File: src/pkg/psh_pkg.sv
// Purpose: Shared constants and types for the pad sleep/hold multiplexer.
// Assumes: One 50 MHz clock; register index addressing on a plain port.
// Notes:   Register offsets are word indices on the plain register port.
package psh_pkg;

    // ************************************************************
    // Sizes
    // ************************************************************
    localparam int PAD_COUNT    = 40;
    localparam int LP_COUNT     = 18;
    localparam int LP_FIRST_PAD = 22;
    localparam int ADDR_W       = 8;
    localparam int DATA_W       = 32;
    localparam int HOLD_SPLIT   = 32;

    // ************************************************************
    // Register offsets
    // ************************************************************
    localparam logic [ADDR_W-1:0] LP_BASE   = 8'h00;
    localparam logic [ADDR_W-1:0] PAD_BASE  = 8'h40;
    localparam logic [ADDR_W-1:0] HOLD_LO   = 8'h80;
    localparam logic [ADDR_W-1:0] HOLD_HI   = 8'h81;
    localparam logic [ADDR_W-1:0] SIG_QUERY = 8'h90;
    localparam logic [ADDR_W-1:0] STATUS    = 8'h91;

    // ************************************************************
    // Field layouts
    // ************************************************************
    typedef struct packed {
        logic wake_en;
        logic oe;
        logic out;
        logic route_sel;
    } psh_lp_cfg_type;

    typedef struct packed {
        logic       sleep_oe;
        logic       sleep_pd;
        logic       sleep_pu;
        logic [1:0] sleep_drv;
        logic       normal_pd;
        logic       normal_pu;
        logic [1:0] normal_drv;
        logic       sleep_sel;
    } psh_pad_cfg_type;

    typedef struct packed {
        logic [1:0] drv;
        logic       pu;
        logic       pd;
        logic       oe;
        logic       out;
    } psh_pad_ctrl_type;

    typedef struct packed {
        logic direct;
        logic has_out;
        logic has_in;
    } psh_sig_info_type;

    localparam int LP_CFG_W   = $bits(psh_lp_cfg_type);
    localparam int PAD_CFG_W  = $bits(psh_pad_cfg_type);
    localparam int SIG_INFO_W = $bits(psh_sig_info_type);
    localparam int SIG_IDX_W  = 8;
    localparam int LP_IN_BIT  = 4;
    localparam int SIG_IDX_LSB = 8;

    // ************************************************************
    // Reset values
    // ************************************************************
    localparam psh_lp_cfg_type   LP_CFG_RESET   = 4'h1;
    localparam psh_pad_cfg_type  PAD_CFG_RESET  = 10'h004;
    localparam psh_pad_ctrl_type PAD_CTRL_RESET = 6'h00;

endpackage : psh_pkg

File: src/psh_pad_hold_cell.sv
// Purpose: Per-pad hold latch living in the always-on domain.
// Assumes: power_on_reset is the only reset of the always-on domain.
// Notes:   Core and system resets never reach this cell.
`timescale 1ns/100ps

module psh_pad_hold_cell (
    input  wire logic                      clk,
    input  wire logic                      power_on_reset,
    input  wire logic                      hold_we,
    input  wire logic                      hold_wdata,
    input  wire psh_pkg::psh_pad_ctrl_type live,
    output      psh_pkg::psh_pad_ctrl_type pad,
    output      logic                      hold
);
    import psh_pkg::*;

    typedef struct packed {
        logic             hold;
        psh_pad_ctrl_type pad;
    } psh_hold_state_type;

    psh_hold_state_type state;
    psh_hold_state_type next_state;

    always_comb begin
        next_state = state;
        if (hold_we) begin
            next_state.hold = hold_wdata;
        end
        // While held the pad copy stops following the live controls.
        if (!state.hold) begin
            next_state.pad = live;
        end
    end

    // Only the always-on reset clears the latch, so a held pad survives others.
    always_ff @(posedge clk or posedge power_on_reset) begin
        if (power_on_reset) begin
            state <= '{hold: 1'b0, pad: PAD_CTRL_RESET};
        end else begin
            state <= next_state;
        end
    end

    assign pad  = state.pad;
    assign hold = state.hold;

endmodule : psh_pad_hold_cell

File: src/psh_pad_mux.sv
// Purpose: Route select for low-power pads, light-sleep override and hold for all pads.
// Assumes: Inputs synchronous to clk; light_sleep/deep_sleep are levels.
// Notes:   Low-power pins are numbered separately from pads.
`timescale 1ns/100ps

module psh_pad_mux (
    input  wire logic                                           clk,
    input  wire logic                                           reset,
    input  wire logic                                           power_on_reset,
    input  wire logic [psh_pkg::ADDR_W-1:0]                     addr,
    input  wire logic [psh_pkg::DATA_W-1:0]                     wdata,
    input  wire logic                                           write_en,
    input  wire logic                                           read_en,
    output      logic [psh_pkg::DATA_W-1:0]                     rdata,
    input  wire logic                                           light_sleep,
    input  wire logic                                           deep_sleep,
    input  wire logic [psh_pkg::PAD_COUNT-1:0]                  matrix_out,
    input  wire logic [psh_pkg::PAD_COUNT-1:0]                  matrix_oe,
    input  wire logic [psh_pkg::PAD_COUNT-1:0]                  pad_in,
    output      psh_pkg::psh_pad_ctrl_type [psh_pkg::PAD_COUNT-1:0] pad_ctrl,
    output      logic [psh_pkg::PAD_COUNT-1:0]                  matrix_in,
    output      logic [psh_pkg::LP_COUNT-1:0]                   lp_in,
    output      logic                                           wake_req
);
    import psh_pkg::*;

    // ************************************************************
    // State
    // ************************************************************
    typedef struct packed {
        psh_lp_cfg_type  [LP_COUNT-1:0]  lp;
        psh_pad_cfg_type [PAD_COUNT-1:0] cfg;
        logic [LP_COUNT-1:0]             lp_drive_out;
        logic [LP_COUNT-1:0]             lp_drive_oe;
        logic [PAD_COUNT-1:0]            matrix_in;
        logic [LP_COUNT-1:0]             lp_in;
        logic                            wake;
        logic [SIG_IDX_W-1:0]            sig_index;
        logic [DATA_W-1:0]               rdata;
    } psh_state_type;

    psh_state_type                    state;
    psh_state_type                    next_state;
    psh_pad_ctrl_type [PAD_COUNT-1:0] live_ctrl;
    psh_pad_ctrl_type [PAD_COUNT-1:0] held_ctrl;
    logic [PAD_COUNT-1:0]             hold_bits;
    logic [PAD_COUNT-1:0]             hold_we;
    logic [LP_COUNT-1:0]              lp_routed;

    // ************************************************************
    // Decoding helpers
    // ************************************************************
    function automatic logic in_block(input logic [ADDR_W-1:0] a,
                                      input logic [ADDR_W-1:0] base,
                                      input int                count);
        int offset;
        offset = int'(a) - int'(base);
        return (offset >= 0) && (offset < count);
    endfunction : in_block

    // Pads from LP_FIRST_PAD upward carry the low-power pins in order.
    function automatic logic pad_is_lp(input int pad);
        return (pad >= LP_FIRST_PAD) && (pad < LP_FIRST_PAD + LP_COUNT);
    endfunction : pad_is_lp

    function automatic int pad_to_lp(input int pad);
        return pad - LP_FIRST_PAD;
    endfunction : pad_to_lp

    function automatic int lp_to_pad(input int lp);
        return lp + LP_FIRST_PAD;
    endfunction : lp_to_pad

    function automatic psh_sig_info_type sig_info(input logic [SIG_IDX_W-1:0] idx);
        psh_sig_info_type r;
        r = '0;
        if (idx inside {[8'h00:8'h12], [8'h17:8'h24], [8'h3d:8'h5a],
                        [8'h5f:8'h79], [8'h8c:8'h9b], [8'ha4:8'hac]}) begin
            r.has_in  = 1'b1;
            r.has_out = 1'b1;
        end
        if (idx inside {8'h25, [8'h5b:8'h5e], [8'h9c:8'ha3]}) begin
            r.has_out = 1'b1;
        end
        if (idx inside {[8'h27:8'h3a], [8'h7a:8'h7c]}) begin
            r.has_in = 1'b1;
        end
        if (idx inside {[8'h00:8'h05], [8'h08:8'h0f], [8'h11:8'h12],
                        [8'h3f:8'h44]}) begin
            r.direct = 1'b1;
        end
        return r;
    endfunction : sig_info

    // ************************************************************
    // Live pad controls
    // ************************************************************
    always_comb begin
        for (int p = 0; p < PAD_COUNT; p++) begin
            psh_pad_cfg_type c;
            logic            use_sleep;
            c         = state.cfg[p];
            use_sleep = c.sleep_sel && light_sleep;
            live_ctrl[p].out = matrix_out[p];
            if (use_sleep) begin
                live_ctrl[p].drv = c.sleep_drv;
                live_ctrl[p].pu  = c.sleep_pu;
                live_ctrl[p].pd  = c.sleep_pd;
                live_ctrl[p].oe  = c.sleep_oe;
            end else begin
                live_ctrl[p].drv = c.normal_drv;
                live_ctrl[p].pu  = c.normal_pu;
                live_ctrl[p].pd  = c.normal_pd;
                live_ctrl[p].oe  = matrix_oe[p];
            end
            if (pad_is_lp(p)) begin
                if (!state.lp[pad_to_lp(p)].route_sel) begin
                    live_ctrl[p].out = state.lp_drive_out[pad_to_lp(p)];
                    live_ctrl[p].oe  = state.lp_drive_oe[pad_to_lp(p)];
                end
            end
        end
    end

    always_comb begin
        for (int i = 0; i < LP_COUNT; i++) begin
            lp_routed[i] = !state.lp[i].route_sel;
        end
    end

    // ************************************************************
    // Register file and input routing
    // ************************************************************
    always_comb begin
        logic [ADDR_W-1:0] lp_off;
        logic [ADDR_W-1:0] pad_off;
        logic              wake_now;
        next_state = state;
        lp_off     = addr - LP_BASE;
        pad_off    = addr - PAD_BASE;
        wake_now   = 1'b0;

        if (write_en) begin
            if (in_block(addr, LP_BASE, LP_COUNT)) begin
                next_state.lp[lp_off] = wdata[LP_CFG_W-1:0];
            end
            if (in_block(addr, PAD_BASE, PAD_COUNT)) begin
                next_state.cfg[pad_off] = wdata[PAD_CFG_W-1:0];
            end
            if (addr == SIG_QUERY) begin
                next_state.sig_index = wdata[SIG_IDX_W-1:0];
            end
        end

        // Deep sleep freezes the low-power drive so software cannot disturb it.
        if (!deep_sleep) begin
            for (int i = 0; i < LP_COUNT; i++) begin
                next_state.lp_drive_out[i] = state.lp[i].out;
                next_state.lp_drive_oe[i]  = state.lp[i].oe;
            end
        end

        for (int p = 0; p < PAD_COUNT; p++) begin
            next_state.matrix_in[p] = pad_in[p];
        end
        for (int i = 0; i < LP_COUNT; i++) begin
            next_state.lp_in[i] = 1'b0;
            if (lp_routed[i]) begin
                next_state.matrix_in[lp_to_pad(i)] = 1'b0;
                next_state.lp_in[i] = pad_in[lp_to_pad(i)];
                if (state.lp[i].wake_en && pad_in[lp_to_pad(i)]) begin
                    wake_now = 1'b1;
                end
            end
        end
        next_state.wake = deep_sleep && wake_now;

        next_state.rdata = '0;
        if (read_en) begin
            if (in_block(addr, LP_BASE, LP_COUNT)) begin
                next_state.rdata[LP_CFG_W-1:0] = state.lp[lp_off];
                next_state.rdata[LP_IN_BIT]    = pad_in[lp_to_pad(int'(lp_off))];
            end else if (in_block(addr, PAD_BASE, PAD_COUNT)) begin
                next_state.rdata[PAD_CFG_W-1:0] = state.cfg[pad_off];
            end else if (addr == HOLD_LO) begin
                next_state.rdata = hold_bits[HOLD_SPLIT-1:0];
            end else if (addr == HOLD_HI) begin
                next_state.rdata[PAD_COUNT-HOLD_SPLIT-1:0] =
                    hold_bits[PAD_COUNT-1:HOLD_SPLIT];
            end else if (addr == SIG_QUERY) begin
                next_state.rdata[SIG_INFO_W-1:0] = sig_info(state.sig_index);
                next_state.rdata[SIG_IDX_LSB +: SIG_IDX_W] = state.sig_index;
            end else if (addr == STATUS) begin
                next_state.rdata[2:0] = {state.wake, deep_sleep, light_sleep};
            end
        end
    end

    always_ff @(posedge clk or posedge reset) begin
        if (reset) begin
            state              <= '0;
            state.lp           <= {LP_COUNT{LP_CFG_RESET}};
            state.cfg          <= {PAD_COUNT{PAD_CFG_RESET}};
        end else begin
            state <= next_state;
        end
    end

    // ************************************************************
    // Hold cells
    // ************************************************************
    generate
        for (genvar p = 0; p < PAD_COUNT; p++) begin : g_hold
            localparam logic [ADDR_W-1:0] HOLD_ADDR =
                (p < HOLD_SPLIT) ? HOLD_LO : HOLD_HI;
            localparam int HOLD_BIT = p % HOLD_SPLIT;
            assign hold_we[p] = write_en && (addr == HOLD_ADDR);
            psh_pad_hold_cell u_cell (
                .clk            (clk),
                .power_on_reset (power_on_reset),
                .hold_we        (hold_we[p]),
                .hold_wdata     (wdata[HOLD_BIT]),
                .live           (live_ctrl[p]),
                .pad            (held_ctrl[p]),
                .hold           (hold_bits[p])
            );
        end
    endgenerate

    assign pad_ctrl  = held_ctrl;
    assign matrix_in = state.matrix_in;
    assign lp_in     = state.lp_in;
    assign wake_req  = state.wake;
    assign rdata     = state.rdata;

endmodule : psh_pad_mux

File: config.mk
export PLATFORM = sky130hd
export DESIGN_NAME = psh_pad_mux
export DESIGN_NICKNAME = d
export VERILOG_FILES = /design/src/pkg/psh_pkg.sv /design/src/psh_pad_hold_cell.sv /design/src/psh_pad_mux.sv
export SDC_FILE = /design/constraint.sdc
export NUM_CORES = 2
export LEC_CHECK = 0
export CAP_MARGIN = 20
export CORE_MARGIN = 8
export CORE_UTILIZATION = 31
export CTS_BUF_LIST = sky130_fd_sc_hd__clkbuf_16
export DETAILED_ROUTE_END_ITERATION = 8
export DONT_BUFFER_PORTS = 1
export PLACE_DENSITY_LB_ADDON = 0.05
export RECOVER_POWER = 100
export SLEW_MARGIN = 25
export SYNTH_ARGS = -nofsm -noshare
export SYNTH_HDL_FRONTEND = slang
export SYNTH_SLANG_ARGS = --single-unit
File: constraint.sdc
create_clock -name clk -period 18.5 [get_ports clk]
set_clock_uncertainty 0.2 [all_clocks]
set_input_delay 0.925 -clock clk [delete_from_list [all_inputs] [get_ports clk]]
set_output_delay 0.925 -clock clk [all_outputs]
set_load 0.02 [all_outputs]
==> summary.md <==
| Metric | Value |
|---|---|
| Max_cap viols | 14 |
| RSZ-0062 raised after global routing | false |
| # Post-CTS Setup Buffers | 0 |
| GRT overflow | 0 |
| Worst Path Arrival | just over 9 ns |
| Syn Nets | 3283 |
| Fin crit period | 9.69 ns |
| Peak supply drop | 0.0776 mV |
| Initial antenna violation count | 10 |
| CP delay by family, top | buffers and inverters |
| Final setup fails | 0 |
| LEAKAGE | 21.6 nW |
| Clock Tree Root | clkbuf_16 |
| YS warnings | 0 |
| Clock network power share | 0.484 |
| Crit path max fanout | 88 |
| Filler cells | 12897 |
| Setup TNS | 0 ns |
| Pint | about 3.4 mW |
| Dpl cells | 4610 |
| Hold-fix buffers at CTS | 24 |
| Hold/Removal Path Class | in -> reg |
| Seq pwr share | 0.471 |
| Num rows | 133 |
| Skew-Pair Late Insertion Delay | roughly 0.73 ns |
| Full die area | approximately 140000 um^2 |
| WL final | between 150 and 200 mm |
| Drc violations | 0 |
| Share of layout cells above drive strength 1 | 0.302 |
| Clk buf depth | 3 |
| Resized Gates After CTS | 0 |
| 1st-iter DRT viols | between 1500 and 2000 |
| Gr usage total | 0.210 |
| Max incr delay on CP | 3.66 ns |
| Most common flop cell mapped by yosys | dfrtp_1 |
| CTS tree | built |
| I/O Buffers | 0 |
| Most Frequent Cell on Critical Path | clkbuf_1 |
| Vias per inst | 5.22 |
| Fin util | 0.346 |
| Worst setup startpoint | reset |
| Layout Area Growth over Synthesis | 11.4% |
| Dominant cell type by area after synthesis | dfrtp_1 |
| Final WS setup | around 9 ns |
| Worst flop-to-flop path startpoint | state[34] |
| Post-synth EDFFs | 0 |
| Die Wd | between 300 and 400 um |
| Die Y | 378 um |
| TritonCTS Buffers | 109 |
| Rel. slew slack | -2.42 |
| Gate power share | 0.045 |
| Hpwl dp | 108 mm |
| Global-route wire length before repair | 217 mm |
| Final nets | 3168 |
| Psw | 1.12 mW |
| Setup crit end kind | asynchronous set/reset pin |
| Ports | 498 |
| Tightest Pin Transition | 5.13 ns |
| Via count | 25295 |
| Critical path class | in -> async |
| Vias in the first global route | 26759 |
| Overall power | 4.50 mW |
| WHS | between 0.1 and 0.15 ns |
| Startpoint Class | input port |
| DP Area | roughly 42000 um^2 |
| H-tree levels | 3 |
| Flops & latches, synth | 887 |
| Failing checks | capacitance limit, slew limit |
| WP buf/inv | 4 |
| Worst slack, placed | between 10 and 15 ns |
| Clock sinks | 887 |
| Count of cell types in the netlist | 64 |
| Ranking of synthesized cells by area | dfrtp_1 (51%), mux2_2 (17%), mux4_2 (7.0%) |
| Core area | 131000 um^2 |
| Seq/Total Area, Yosys | 0.547 |
| Largest net degree at the start of global routing | 170 |
| Fmax | between 0.1 and 0.15 GHz |
| Post-synth top area share | 0.510 |
| Cells along the critical path | dlygate4sd3_1 -> clkinvlp_2 -> clkbuf_1 -> clkbuf_1 |
| CTS clk-pin slew, worst paths | 0.06 ns |
| Routability cong. | 0.817 |
| First-pass iteration count of the detailed router | 6 |
| Starting density of the core | 0.311 |
| Final Non-Filler Cells | 4848 |
| Final Max Tran Viols | 784 |
| Avg Cell Area, Syn | 13.1 um^2 |
| Post-synth ARST share | 1.00 |
| Outcome | finished, violations left |
| DR WL/cell | approximately 32 um |
| Switch share | 0.249 |
| Slowest CP cell | clkbuf_1 |
| Cell area after synthesis | 40700 um^2 |
| Required @ worst endpoint | 18.16 ns |
| Synth Instances | approximately 3100 |
| HP Start | pad_in[35] |
| Final Hold Vio Count | 0 |
| Final period util | 0.524 |
| Cell Pwr Density | 99.3 nW/um^2 |
| Routed Antenna Nets | 0 |
| Cell area after layout | 45300 um^2 |
-- synthesized netlist by cell type (7+ instances only) --
| cell | count |
|---|---|
| clkbuf_1 | 120 |
| mux2_2 | 598 |
| buf_6 | 15 |
| nor3_1 | 15 |
| o21ai_0 | 253 |
| nand2_2 | 15 |
| and2_1 | 46 |
| buf_2 | 34 |
| a31oi_1 | 8 |
| dfrtp_1 | 829 |
| inv_1 | 9 |
| dfstp_2 | 58 |
| nand3_1 | 56 |
| mux2i_1 | 237 |
| buf_4 | 99 |
| nand2_1 | 357 |
| nor2_1 | 44 |
| ha_1 | 10 |
| nand2b_1 | 9 |
| a21oi_1 | 22 |
| a221oi_1 | 7 |
| mux4_2 | 126 |
| o22ai_1 | 7 |
| a22oi_1 | 17 |
| nor2b_1 | 26 |
-- routing by layer --
layer | part of all wire | track usage | vias up
li1 | - | - | 10901
met1 | 0.44 | 0.280 | 13483
met2 | 0.48 | 0.348 | 737
met3 | 0.064 | 0.0485 | 170
met4 | 0.021 | 0.0518 | 4
met5 | 0.00018 | 0 | -
-- area by class of cell --
class,count,area [um^2],share of cell area
Clock inverter,98,877,0.0193
Sequential cell,887,22300,0.491
Antenna cell,5,12.5,0.000276
Clock buffer,110,2750,0.0607
Multi-Input combinational cell,1934,16800,0.371
Tap cell,1755,2200,0.0484
Timing Repair Buffer,48,388,0.00855
Inverter,11,43.8,0.000966
-- power by group through the flow --
| stage | Sequential, mW | Clock [mW] | Combinational, mW |
|---|---|---|---|
| 2_1_floorplan | 2.10 | 0 | 0.207 |
| 4_1_cts | 2.12 | 2.25 | 0.210 |
| 5_1_grt | 2.13 | 2.32 | 0.224 |
| 3_5_place_dp | 2.16 | 0 | 0.205 |
| 3_3_place_gp | 2.16 | 0 | 0.201 |
| 6_report | 2.12 | 2.18 | 0.203 |
-- cells in the final DEF, fill, tap and decap left out, types with 17 or more instances in the layout --
cell and instances:
a22oi_1 17, mux2i_1 237, nor2b_1 26, nor2_1 44, mux4_2 126, nand3_1 57, clkbuf_16 110, clkinv_2 18
dlygate4sd3_1 24, inv_1 35, nand2_1 372, a21oi_1 22, dfstp_2 40, dfstp_1 18, clkinv_1 29, and2_1 23
and2_0 23, mux2_2 596, o21ai_0 253, dfrtp_1 829
-- registers in the layout, summed over array words and instances, names as in the netlist --
signal              count
g_hold.u_cell.hold     40
matrix_in              40
state                 516
lp_in                  18
g_hold.u_cell.pad     240
wake_req                1
rdata                  32
-- final timing paths --
kind                       depth (start not counted)  slack [ns]                endpoint
min in group asynchronous                          2        0.80               rdata[23]
max                                                4        8.81              state[181]
min reg2reg                                        1        0.30              state[100]
max reg2reg                                        6       15.83                rdata[2]
max in group clk                                   7       13.89  g_hold[19].u_cell.hold
min                                                1        0.12           matrix_in[35]
-- worst register-to-register path: stages, from the launching register on --
cell,delay (ns)
dfrtp_1,0.69
nand3_1,0.22
a21oi_1,0.21
o2111ai_1,0.17
o211ai_1,0.38
o211ai_1,0.32
a31oi_1,0.36
-- cell families (layout without fill, tap and decap cells) --
| group | count (synthesis) | in the layout | share of synthesized area |
|---|---|---|---|
| muxes | 961 | 961 | 0.293 |
| DFF | 887 | 887 | 0.547 |
| and+or+nand+nor | 600 | 600 | 0.0663 |
| AOI/OAI and AO/OA | 359 | 359 | 0.0502 |
| buffers and inverters | 285 | 267 | 0.0392 |
| adders and majority gates | 10 | 10 | 0.00307 |
| xor gates and xnor gates | 4 | 4 | 0.000861 |
| other | 0 | 5 | 0 |
Power figures use the tool's default switching activity.
